<file path="config.mk">
export PLATFORM = sky130hd
export DESIGN_NAME = interleaved_dram_burst_sequencer_flat
export DESIGN_NICKNAME = d
export VERILOG_FILES = /design/src/logic/dram_seq_pkg.sv /design/src/logic/dram_bus_if.sv /design/src/logic/interleaved_dram_burst_sequencer.sv /design/src/flat_wrapper.sv
export SDC_FILE = /design/constraint.sdc
export NUM_CORES = 1
export LEC_CHECK = 0
export BUFFER_PORTS_ARGS = -buffer_cell sky130_fd_sc_hd__buf_2
export CAP_MARGIN = 30
export CORE_AREA = 2 2 132 160
export DETAILED_ROUTE_END_ITERATION = 16
export DIE_AREA = 0 0 134 162
export GPL_TIMING_DRIVEN = 0
export HOLD_SLACK_MARGIN = 0.08
export PLACE_DENSITY = 0.51
export SLEW_MARGIN = 15
export SYNTH_ARGS = -nofsm -noshare
export SYNTH_HDL_FRONTEND = slang
export SYNTH_SLANG_ARGS = --single-unit
</file>
<file path="constraint.sdc">
create_clock -name ref_clk -period 10.4 [get_ports ref_clk]
set_input_delay 0 -clock ref_clk [delete_from_list [all_inputs] [get_ports ref_clk]]
set_output_delay 0 -clock ref_clk [all_outputs]
set_load 0.05 [all_outputs]
</file>
<file path="src/logic/dram_seq_pkg.sv">
package dram_seq_pkg;

    // ------------------------------------------------------------
    // Sequencer timing in bus half-cycles (one ref_clk edge each), select rise counts, column bits and burst last word
    // ------------------------------------------------------------
    localparam logic [4:0] ROW_TO_COL_RCD0 = 5'h01;
    localparam logic [4:0] ROW_TO_CAS_RCD0 = 5'h02;
    localparam logic [4:0] ROW_TO_COL_RCD1 = 5'h03;
    localparam logic [4:0] ROW_TO_CAS_RCD1 = 5'h04;
    localparam logic [4:0] RAS_PRECHARGE_HALVES = 5'h04;
    localparam logic [4:0] ACK_LEAD_HALVES = 5'h08;
    localparam logic [4:0] CAS_PRECHARGE_CP0 = 5'h01;
    localparam logic [4:0] CAS_PRECHARGE_CP1 = 5'h03;
    localparam logic [1:0] ODD_RESTORE_HALVES = 2'h2;
    localparam logic [1:0] FAST_SELECT_RISES = 2'h1;
    localparam logic [1:0] SLOW_SELECT_RISES = 2'h2;
    localparam logic [3:0] MIN_COLUMN_BITS = 4'h9;
    localparam logic [2:0] BURST_LAST_WORD = 3'h3;

    // ------------------------------------------------------------
    // Bus master register map and fields, reset levels of byte enables and column strobes
    // ------------------------------------------------------------
    localparam logic [3:0] REG_ADDRESS = 4'h0;
    localparam logic [3:0] REG_CONTROL = 4'h4;
    localparam logic [3:0] REG_STATUS = 4'h8;
    localparam int CTRL_WRITE_BIT = 0;
    localparam int CTRL_BURST_BIT = 1;
    localparam int CTRL_BE_LSB = 4;
    localparam int STAT_WORDS_LSB = 4;
    localparam logic [3:0] RESET_BYTE_ENABLE_N = 4'hf;
    localparam logic [3:0] RESET_CAS_N = 4'hf;

endpackage : dram_seq_pkg

</file>
<file path="src/logic/dram_bus_if.sv">
`timescale 1ns/1ps
interface dram_bus_if #(
    parameter int ADDR_W = 24,
    parameter int DRAM_ADDRESS_BUS_W = 12
);
    // ------------------------------------------------------------
    // CPU side of the multiplexed bus
    // ------------------------------------------------------------
    logic cpu_bus_clock;
    logic cs_n;
    logic rd_n;
    logic wr_n;
    logic burst;
    logic [ADDR_W-1:0] addr;
    logic [3:0] byte_enable_n;
    logic ack_n;
    logic ack_oe;
    logic read_buffer_clock_enable_n;
    logic read_buffer_oe;

    // ------------------------------------------------------------
    // DRAM array and exchanger side
    // ------------------------------------------------------------
    logic exchanger_latch_enable;
    logic lane_steer;
    logic ras_even_n;
    logic ras_odd_n;
    logic [3:0] cas_n;
    logic [DRAM_ADDRESS_BUS_W-1:0] dram_address_bus;

    modport mem_ctrl (
        input cpu_bus_clock, cs_n, rd_n, wr_n, burst, addr, byte_enable_n,
        output ack_n, ack_oe, read_buffer_clock_enable_n, read_buffer_oe,
        output exchanger_latch_enable, lane_steer, ras_even_n, ras_odd_n, cas_n, dram_address_bus
    );

    modport cpu (
        output cpu_bus_clock, cs_n, rd_n, wr_n, burst, addr, byte_enable_n,
        input ack_n, ack_oe, read_buffer_clock_enable_n, read_buffer_oe,
        input exchanger_latch_enable, lane_steer, ras_even_n, ras_odd_n, cas_n, dram_address_bus
    );
endinterface : dram_bus_if

</file>
<file path="src/logic/interleaved_dram_burst_sequencer.sv">
`timescale 1ns/1ps
// Function
// (RL1) Off-page write precharges rows, then re-multiplexes
// (RL2) Byte enables drive column strobes directly
// (RL3) Burst starts at even word, four words
// (RL4) Block flag with read starts burst
// (RL5) Rising edge: rows on, strobes enabled high
// (RL6) Fast delay: column fall, strobe rise, steer
// (RL7) Slow delay: column after 1.5 cycles
// (RL8) Column strobes drop on first-word edge
// (RL9) Same edge: latch closes, steer odd
// (RL10) Next falling edge: steer, latch back
// (RL11) After precharge: strobes again for pair two
// (RL12) Read enable one clock per word
// (RL13) Acknowledge four clocks before fourth word; at first column strobe when fewer half-cycles remain (width 00)
// (RL14) Burst end closes rows, leaves page
// (RL15) Rows drop half cycle after columns
// (RL16) Page hit: column now, strobes per select
// (RL17) Bursts only for cache misses
// (RL18) Width 01 is 1.5, precharge 0 is 0.5
// (RL19) Page hit by masked row compare
module interleaved_dram_burst_sequencer #(
    parameter int ADDR_W = 24,
    parameter int DRAM_ADDRESS_BUS_W = 12
) (
    input wire logic ref_clk,
    input wire logic arst_n,
    dram_bus_if.mem_ctrl bus,
    input wire logic row_to_column_delay_sel,
    input wire logic [1:0] column_width_sel,
    input wire logic column_precharge_sel,
    input wire logic slow_select,
    input wire logic [1:0] page_size_sel,
    output logic page_open,
    output logic busy
);

    // ------------------------------------------------------------
    // Types and helpers
    // ------------------------------------------------------------
    localparam int WORD_W = ADDR_W - 2;

    typedef enum logic [6:0] {
        IDLE = 7'h01,
        PRE = 7'h02,
        ROW = 7'h04,
        HITW = 7'h08,
        CAS = 7'h10,
        GAP = 7'h20,
        CLOSE = 7'h40
    } state_type;

    function automatic logic [3:0] column_bits(input logic [1:0] sel);
        column_bits = dram_seq_pkg::MIN_COLUMN_BITS + {2'h0, sel};
    endfunction : column_bits

    function automatic logic [WORD_W-1:0] row_of(input logic [WORD_W-1:0] w, input logic [1:0] sel);
        row_of = w >> (column_bits(sel) + 4'h1);
    endfunction : row_of

    function automatic logic [WORD_W-1:0] col_of(input logic [WORD_W-1:0] w, input logic [1:0] sel);
        col_of = (w >> 1) & ~({WORD_W{1'b1}} << column_bits(sel));
    endfunction : col_of

    // ------------------------------------------------------------
    // Registers and decode
    // ------------------------------------------------------------
    state_type state;
    logic [4:0] cnt;
    logic [1:0] rises;
    logic pair;
    logic is_write;
    logic is_burst;
    logic [3:0] be_latch;
    logic [WORD_W-1:0] req_word;
    logic [WORD_W-1:0] open_word;
    logic [4:0] ack_cnt;
    logic [1:0] odd_cnt;

    logic rise_tick;
    logic req;
    logic [WORD_W-1:0] in_word;
    logic hit;
    logic [4:0] w_half;
    logic [4:0] p_half;
    logic [4:0] col_t;
    logic [4:0] cas_t;
    logic [4:0] lead;
    logic cas_start;
    logic cas_end;
    logic pre_word;
    logic start_row;
    logic start_hit;
    logic close_end;
    logic done;

    // Edge phase, timing selects and event strobes
    always_comb begin
        rise_tick = ~bus.cpu_bus_clock;
        req = ~bus.cs_n & (~bus.rd_n | ~bus.wr_n);
        in_word = bus.addr[ADDR_W-1:2];
        hit = page_open && (row_of(in_word, page_size_sel) == row_of(open_word, page_size_sel)); // see (RL19)
        w_half = {2'h0, column_width_sel, 1'b1}; // see (RL18)
        p_half = column_precharge_sel ? dram_seq_pkg::CAS_PRECHARGE_CP1 : dram_seq_pkg::CAS_PRECHARGE_CP0;
        col_t = row_to_column_delay_sel ? dram_seq_pkg::ROW_TO_COL_RCD1 : dram_seq_pkg::ROW_TO_COL_RCD0;
        cas_t = row_to_column_delay_sel ? dram_seq_pkg::ROW_TO_CAS_RCD1 : dram_seq_pkg::ROW_TO_CAS_RCD0;
        lead = {w_half[3:0], 1'b0} + p_half + 5'h02;
        cas_start = (state == ROW && cnt == cas_t) || (state == HITW && rise_tick && rises == 2'h1) ||
                    (state == GAP && cnt == p_half);
        cas_end = state == CAS && cnt == w_half;
        pre_word = (state == CAS && cnt == w_half - 5'h01) || (cas_start && w_half == 5'h01);
        start_row = state == PRE && rise_tick && cnt >= dram_seq_pkg::RAS_PRECHARGE_HALVES;
        start_hit = state == IDLE && req && hit;
        close_end = state == CLOSE && cnt == 5'h02;
        done = (cas_end && !is_burst) || close_end;
    end

    // ------------------------------------------------------------
    // Row and column strobe sequencer
    // ------------------------------------------------------------
    always_ff @(posedge ref_clk or negedge arst_n) begin
        if (!arst_n) begin
            state <= IDLE;
            cnt <= 5'h00;
            rises <= 2'h0;
            pair <= 1'b0;
            is_write <= 1'b0;
            is_burst <= 1'b0;
            be_latch <= dram_seq_pkg::RESET_CAS_N;
            req_word <= '0;
            open_word <= '0;
            page_open <= 1'b0;
            busy <= 1'b0;
            bus.ras_even_n <= 1'b1;
            bus.ras_odd_n <= 1'b1;
            bus.cas_n <= dram_seq_pkg::RESET_CAS_N;
            bus.dram_address_bus <= '0;
        end else begin
            case (state)
                IDLE: if (req) begin
                    req_word <= in_word;
                    is_write <= ~bus.wr_n;
                    is_burst <= bus.wr_n & bus.burst; // see (RL4)
                    be_latch <= bus.wr_n ? 4'h0 : bus.byte_enable_n; // see (RL2)
                    busy <= 1'b1;
                    if (hit) begin
                        bus.dram_address_bus <= DRAM_ADDRESS_BUS_W'(col_of(in_word, page_size_sel)); // see (RL16)
                        rises <= slow_select ? dram_seq_pkg::SLOW_SELECT_RISES : dram_seq_pkg::FAST_SELECT_RISES;
                        state <= HITW;
                    end else begin
                        bus.ras_even_n <= 1'b1; // see (RL1)
                        bus.ras_odd_n <= 1'b1;
                        page_open <= 1'b0;
                        cnt <= page_open ? 5'h01 : dram_seq_pkg::RAS_PRECHARGE_HALVES;
                        state <= PRE;
                    end
                end
                PRE: if (start_row) begin
                    bus.ras_even_n <= 1'b0; // see (RL5)
                    bus.ras_odd_n <= 1'b0;
                    bus.dram_address_bus <= DRAM_ADDRESS_BUS_W'(row_of(req_word, page_size_sel));
                    open_word <= req_word;
                    page_open <= 1'b1;
                    cnt <= 5'h01;
                    state <= ROW;
                end else if (cnt < dram_seq_pkg::RAS_PRECHARGE_HALVES) begin
                    cnt <= cnt + 5'h01;
                end
                ROW: begin
                    cnt <= cnt + 5'h01;
                    if (cnt == col_t) begin
                        bus.dram_address_bus <= DRAM_ADDRESS_BUS_W'(col_of(req_word, page_size_sel)); // see (RL6) see (RL7)
                    end
                    if (cas_start) begin
                        bus.cas_n <= be_latch; // see (RL2)
                        cnt <= 5'h01;
                        state <= CAS;
                    end
                end
                HITW: if (rise_tick) begin
                    if (cas_start) begin
                        bus.cas_n <= be_latch; // see (RL16)
                        cnt <= 5'h01;
                        state <= CAS;
                    end else begin
                        rises <= rises - 2'h1;
                    end
                end
                CAS: if (cas_end) begin
                    bus.cas_n <= dram_seq_pkg::RESET_CAS_N; // see (RL8)
                    cnt <= 5'h01;
                    if (!is_burst) begin
                        state <= IDLE;
                        busy <= 1'b0;
                    end else if (!pair) begin
                        pair <= 1'b1;
                        state <= GAP;
                    end else begin
                        pair <= 1'b0;
                        state <= CLOSE;
                    end
                end else begin
                    cnt <= cnt + 5'h01;
                end
                GAP: if (cas_start) begin
                    bus.cas_n <= be_latch; // see (RL11)
                    cnt <= 5'h01;
                    state <= CAS;
                end else begin
                    cnt <= cnt + 5'h01;
                end
                CLOSE: begin
                    cnt <= cnt + 5'h01;
                    if (cnt == 5'h01) begin
                        bus.ras_even_n <= 1'b1; // see (RL14) see (RL15)
                        bus.ras_odd_n <= 1'b1;
                        page_open <= 1'b0;
                    end
                    if (close_end) begin
                        state <= IDLE;
                        busy <= 1'b0;
                    end
                end
                default: state <= IDLE;
            endcase
        end
    end

    // ------------------------------------------------------------
    // Acknowledge and read buffer enable
    // ------------------------------------------------------------
    always_ff @(posedge ref_clk or negedge arst_n) begin
        if (!arst_n) begin
            bus.ack_n <= 1'b1;
            bus.ack_oe <= 1'b0;
            bus.read_buffer_clock_enable_n <= 1'b1;
            bus.read_buffer_oe <= 1'b0;
            ack_cnt <= 5'h00;
        end else if (start_row || start_hit) begin
            bus.ack_oe <= 1'b1; // see (RL5)
            bus.read_buffer_oe <= 1'b1;
            bus.ack_n <= 1'b1;
            bus.read_buffer_clock_enable_n <= 1'b1;
        end else if (done) begin
            bus.ack_n <= 1'b1;
            bus.ack_oe <= 1'b0;
            bus.read_buffer_clock_enable_n <= 1'b1;
            bus.read_buffer_oe <= 1'b0;
            ack_cnt <= 5'h00;
        end else begin
            // Half-cycles left until the fourth word
            if (cas_start && is_burst && !pair) begin
                ack_cnt <= lead - 5'h01;
                if (lead <= dram_seq_pkg::ACK_LEAD_HALVES) begin
                    bus.ack_n <= 1'b0; // see (RL13)
                end
            end else if (ack_cnt != 5'h00) begin
                ack_cnt <= ack_cnt - 5'h01;
                if (ack_cnt == dram_seq_pkg::ACK_LEAD_HALVES) begin
                    bus.ack_n <= 1'b0; // see (RL13)
                end
            end
            if (pre_word && !is_burst) begin
                bus.ack_n <= 1'b0;
            end
            if (pre_word && !is_write) begin
                bus.read_buffer_clock_enable_n <= 1'b0; // see (RL12)
            end else if (odd_cnt == dram_seq_pkg::ODD_RESTORE_HALVES && !(state == CAS && pair)) begin
                bus.read_buffer_clock_enable_n <= 1'b1; // see (RL12)
            end
        end
    end

    // ------------------------------------------------------------
    // Exchanger latch and lane steer
    // ------------------------------------------------------------
    always_ff @(posedge ref_clk or negedge arst_n) begin
        if (!arst_n) begin
            bus.lane_steer <= 1'b1;
            bus.exchanger_latch_enable <= 1'b1;
            odd_cnt <= 2'h0;
        end else begin
            // Second pair may start while the odd word is still held
            if (cas_start && odd_cnt == 2'h0) begin
                bus.lane_steer <= is_write ? ~req_word[0] : 1'b1; // see (RL6)
                bus.exchanger_latch_enable <= 1'b1;
            end
            if (cas_end && is_burst) begin
                bus.exchanger_latch_enable <= 1'b0; // see (RL9)
                bus.lane_steer <= 1'b0;
                odd_cnt <= 2'h1;
            end else if (odd_cnt == dram_seq_pkg::ODD_RESTORE_HALVES) begin
                bus.lane_steer <= 1'b1; // see (RL10)
                bus.exchanger_latch_enable <= 1'b1;
                odd_cnt <= 2'h0;
            end else if (odd_cnt != 2'h0) begin
                odd_cnt <= odd_cnt + 2'h1;
            end
        end
    end

endmodule : interleaved_dram_burst_sequencer

</file>
<file path="src/flat_wrapper.sv">
// flat-port wrapper written by rule: the top's interface ports become plain ports
module interleaved_dram_burst_sequencer_flat 
#(
    parameter int ADDR_W = 24,
    parameter int DRAM_ADDRESS_BUS_W = 12
)
  (ref_clk, arst_n, row_to_column_delay_sel, column_width_sel, column_precharge_sel, slow_select, page_size_sel, page_open, busy, bus_cpu_bus_clock, bus_cs_n, bus_rd_n, bus_wr_n, bus_burst, bus_addr, bus_byte_enable_n, bus_ack_n, bus_ack_oe, bus_read_buffer_clock_enable_n, bus_read_buffer_oe, bus_exchanger_latch_enable, bus_lane_steer, bus_ras_even_n, bus_ras_odd_n, bus_cas_n, bus_dram_address_bus);
  dram_bus_if #(.ADDR_W(ADDR_W), .DRAM_ADDRESS_BUS_W(DRAM_ADDRESS_BUS_W)) bus_i ();
  input wire logic ref_clk;
  input wire logic arst_n;
  input wire logic row_to_column_delay_sel;
  input wire logic [1:0] column_width_sel;
  input wire logic column_precharge_sel;
  input wire logic slow_select;
  input wire logic [1:0] page_size_sel;
  output logic page_open;
  output logic busy;
  input wire logic [$bits(bus_i.cpu_bus_clock)-1:0] bus_cpu_bus_clock;
  input wire logic [$bits(bus_i.cs_n)-1:0] bus_cs_n;
  input wire logic [$bits(bus_i.rd_n)-1:0] bus_rd_n;
  input wire logic [$bits(bus_i.wr_n)-1:0] bus_wr_n;
  input wire logic [$bits(bus_i.burst)-1:0] bus_burst;
  input wire logic [$bits(bus_i.addr)-1:0] bus_addr;
  input wire logic [$bits(bus_i.byte_enable_n)-1:0] bus_byte_enable_n;
  output wire logic [$bits(bus_i.ack_n)-1:0] bus_ack_n;
  output wire logic [$bits(bus_i.ack_oe)-1:0] bus_ack_oe;
  output wire logic [$bits(bus_i.read_buffer_clock_enable_n)-1:0] bus_read_buffer_clock_enable_n;
  output wire logic [$bits(bus_i.read_buffer_oe)-1:0] bus_read_buffer_oe;
  output wire logic [$bits(bus_i.exchanger_latch_enable)-1:0] bus_exchanger_latch_enable;
  output wire logic [$bits(bus_i.lane_steer)-1:0] bus_lane_steer;
  output wire logic [$bits(bus_i.ras_even_n)-1:0] bus_ras_even_n;
  output wire logic [$bits(bus_i.ras_odd_n)-1:0] bus_ras_odd_n;
  output wire logic [$bits(bus_i.cas_n)-1:0] bus_cas_n;
  output wire logic [$bits(bus_i.dram_address_bus)-1:0] bus_dram_address_bus;
  assign bus_i.cpu_bus_clock = bus_cpu_bus_clock;
  assign bus_i.cs_n = bus_cs_n;
  assign bus_i.rd_n = bus_rd_n;
  assign bus_i.wr_n = bus_wr_n;
  assign bus_i.burst = bus_burst;
  assign bus_i.addr = bus_addr;
  assign bus_i.byte_enable_n = bus_byte_enable_n;
  assign bus_ack_n = bus_i.ack_n;
  assign bus_ack_oe = bus_i.ack_oe;
  assign bus_read_buffer_clock_enable_n = bus_i.read_buffer_clock_enable_n;
  assign bus_read_buffer_oe = bus_i.read_buffer_oe;
  assign bus_exchanger_latch_enable = bus_i.exchanger_latch_enable;
  assign bus_lane_steer = bus_i.lane_steer;
  assign bus_ras_even_n = bus_i.ras_even_n;
  assign bus_ras_odd_n = bus_i.ras_odd_n;
  assign bus_cas_n = bus_i.cas_n;
  assign bus_dram_address_bus = bus_i.dram_address_bus;
  interleaved_dram_burst_sequencer #(.ADDR_W(ADDR_W), .DRAM_ADDRESS_BUS_W(DRAM_ADDRESS_BUS_W)) u_core (.ref_clk(ref_clk), .arst_n(arst_n), .bus(bus_i), .row_to_column_delay_sel(row_to_column_delay_sel), .column_width_sel(column_width_sel), .column_precharge_sel(column_precharge_sel), .slow_select(slow_select), .page_size_sel(page_size_sel), .page_open(page_open), .busy(busy));
endmodule
</file>
==> impl_metrics.yaml <==
power:
  power.share.switching_pct: 44.3
  sw_power_uw: 890
  ir_worst_vdd_mv: 0.0927
  comb_power_share_pct: 48.7
  seq_power_share_pct: 35.6
  total_power_of_the_final_layout_uw: 2010
  power-per-cell-area_mw_per_mm2: 242
  p_int_uw: 1120
  power.share.clock_pct: 15.8
  p_leak_uw: 0.00371
global_route:
  grtUsageTotal_pct: 20.2
  grt_pass1_vias: 5932
  initial_antenna_violation_count: 0
  grt_max_degree: 77
  grt.overflow.total: 0
  grt_pass1_wl_microns: 33900
flow_run:
  max_cap_violations: 0
yosys:
  synth-warning-count: 0
  synth_nets: 788
  synth_enable_flop_cells: 0
  synth.distinct_cells: 71
  synth-main-ff-cell: "dfrtp_1"
  postSynthAreaPerCell_sq_um: 9.47
  synth_area_sq_mm: 0.00694
  yosys_register_bits: 96
  post_synth_inst_count: 733
  synth_seq_area_share_pct: 34.9
  asyncSetResetFlopFracSynth_pct: 100
floorplan:
  num_rows: 57
  number_of_placed_i_o_pins: 68
  core_area_sq_mm: 0.0200
  initial_utilization_pct: 34.6
  floorplan.die_area_sq_mm: 0.0217
  chipWidth_microns: 134
  die_height_microns: 162
route:
  route.vias.total: 5994
  final_antenna_net_count: 0
  number_of_remaining_drc_errors: 0
  avgRoutedWirePerCell_microns: 18.8
  detail_route.first_pass.iterations: 6
  detail_route.iter0.violations: 256
  vias_per_cell: 5.36
  detail_route.wirelength_microns: 21100
cts:
  tritoncts: "yes"
  clkTransAtPathRegs_ps: 70
  ctsResizeCount: 0
  clock_tree.htree_level_count: 3
  clk-insertion-delay-late_ps: 360
  clockRootBuffer: "clkbuf_16"
  cts_buffer_depth: 2
  cts_sinks: 96
  cts_inserted_buffers: 9
  cts_hold_buf: 37
  post_cts_setup_repair_buffer_count: 0
finish:
  antenna_cells: 0
  final_common_cell: "nand2_1"
  finalCoreUtilization_pct: 41.3
  num-fill-cells: 2049
  areaGrowthSynthToFinish_pct: 19.4
  fin_nets: 903
  stdcell_area_sq_mm: 0.00828
  ratio_of_cells_with_drive_above_1_in_the_final_layout_pct: 18.8
  layout.cells.most_common_list: "nand2_1, dfrtp_1, buf_2, nor2_1, o21ai_0"
  instances_no_fill: 1118
timing:
  max-slew-margin-rel_pct: 45.8
  timing.fmax_ghz: 0.239
  fin_setup_tns_ps: 0
  timing.final.max_slew_violations: 0
  worstMarginPinSlew_ps: 807
  fin_worst_skew_ps: 8.21
  rsz0062_at_grt: "no"
  setup_viol_count_final: 0
  hold_violations_final: 0
  timing.final.crit_share_pct: 40.3
  min_period_ps: 4190
place:
  hpwl_microns: 16000
  port_buffers: 65
  dpl.cell_count: 1065
  place_area_sq_mm: 0.00763
  place_congestion: 0.917
critical_path:
  crit_path_end_kind: "register"
  worstPathMaxFanout: 11
  cp-start-kind: "primary input"
  cp.arrival_ps: 4430
  critical-path-max-stage-delay_ps: 500
  crit_path_cell_trace: "buf_2 -> buf_6 -> buf_12 -> inv_2 -> ha_1 -> buf_2 -> buf_1 -> mux4_1 -> mux4_2 -> xor2_1 -> nor2_1 -> o2111ai_2 -> or2_1 -> buf_6 -> a31oi_4 -> buf_12 -> mux2_4"
  slowest_library_cell_on_the_worst_path: "buf_1"
  data_required_critical_path_ps: 10640
  cp.buffers_inverters: 8
  critical_path_class: "primary input to register"
  critPathTopFamily: "buffers and inverters"
status:
  run_status: "complete, no violations"
worst_hold_path:
  hold_path.class: "primary input to register"
cells by family (layout without fill, tap and decap cells):
| logic type | after synthesis | count (layout) | synth area share [%] |
|---|---|---|---|
| buffers and inverters | 64 | 184 | 4.31 |
| xor gates and xnor gates | 39 | 39 | 4.92 |
| adders and majority gates | 13 | 13 | 2.34 |
| muxes | 89 | 89 | 21.8 |
| DFF | 96 | 96 | 34.9 |
| and+or+nand+nor | 325 | 325 | 21.3 |
| AOI/OAI and AO/OA | 107 | 107 | 10.4 |
worst min-delay path, cell delays in order:
cell,delay (ps)
buf_2,150
nor2_1,150
a221oi_1,100
state kept, by name, summed over array words and instances, names as in the netlist, 2 cells and up:
register	cells
u_core.open_word	22
u_core.req_word	22
u_core.bus.dram_address_bus	12
u_core.state	7
u_core.ack_cnt	5
u_core.cnt	5
u_core.be_latch	4
u_core.bus.cas_n	4
u_core.odd_cnt	2
u_core.rises	2
worst paths after layout:
kind                                                         to  slack [ps]  depth (start not counted)                from
worst max-delay path            u_core.bus.dram_address_bus[11]        6210                         17    page_size_sel[0]
worst max register to register                u_core.ack_cnt[4]        6320                         12     u_core.state[5]
worst min-delay path                            u_core.rises[0]         100                          3   bus_cpu_bus_clock
min in group asynchronous                  u_core.open_word[21]         580                          3              arst_n
max in group asynchronous                   u_core.open_word[0]        8710                          4              arst_n
worst min register to register              u_core.bus.cas_n[1]         480                          2  u_core.be_latch[1]
routing by layer:
| layer | GRT usage [%] | vias up | routed length [microns] |
|---|---|---|---|
| met4 | 7.35 | 0 | 492 |
| li1 | - | 2848 | - |
| met2 | 35.2 | 157 | 10800 |
| met5 | 0 | - | 0 |
| met1 | 26.2 | 2959 | 9070 |
| met3 | 1.69 | 30 | 733 |
through the flow:
step	setup WS [ps]	hold slack [ps]
finish	6210	97.9
global route	5850	145
CTS	6200	88.3
detailed placement	5820	-127
global placement	5810	221
floorplan	6740	-296
layout make-up:
class / instances / area [sq um] / share of cell area, %
Multi-Input combinational cell: 573 / 4220 / 51.0
Sequential cell: 96 / 2420 / 29.2
Timing Repair Buffer: 104 / 734 / 8.87
Tap cell: 265 / 332 / 4.00
Clock buffer: 12 / 246 / 2.98
Buffer: 44 / 224 / 2.70
Inverter: 20 / 75.1 / 0.907
Clock inverter: 4 / 30.0 / 0.363
cell usage after synthesis, types with 5 or more instances:
| library cell | number | area (sq um) |
|---|---|---|
| mux2_4 | 9 | 135 |
| nand3_1 | 7 | 35.0 |
| mux4_2 | 33 | 743 |
| mux4_1 | 10 | 263 |
| dfrtp_1 | 82 | 2050 |
| nand2_1 | 176 | 661 |
| buf_1 | 11 | 41.3 |
| nand2b_1 | 11 | 68.8 |
| nor2_1 | 62 | 233 |
| o21ai_0 | 40 | 200 |
| ha_1 | 13 | 163 |
| xnor2_1 | 9 | 78.8 |
| a21oi_1 | 16 | 80.1 |
| nand3b_1 | 5 | 37.5 |
| nor2b_1 | 7 | 43.8 |
| nand4b_1 | 6 | 52.6 |
| inv_1 | 19 | 71.3 |
| xor2_1 | 30 | 263 |
| nor3_1 | 16 | 80.1 |
| clkbuf_1 | 24 | 90.1 |
| mux2i_1 | 34 | 340 |
| dfstp_2 | 14 | 368 |
| or3_1 | 5 | 31.3 |
power by group through the flow:
| stage | clock (uW) | sequential (uW) | combinational [uW] |
|---|---|---|---|
| floorplan | 0 | 765 | 639 |
| finish | 317 | 714 | 977 |
| global placement | 0 | 718 | 960 |
| global route | 340 | 737 | 1080 |
| detailed placement | 0 | 720 | 967 |
| CTS | 328 | 713 | 983 |
(Power assumes the default switching activity.)
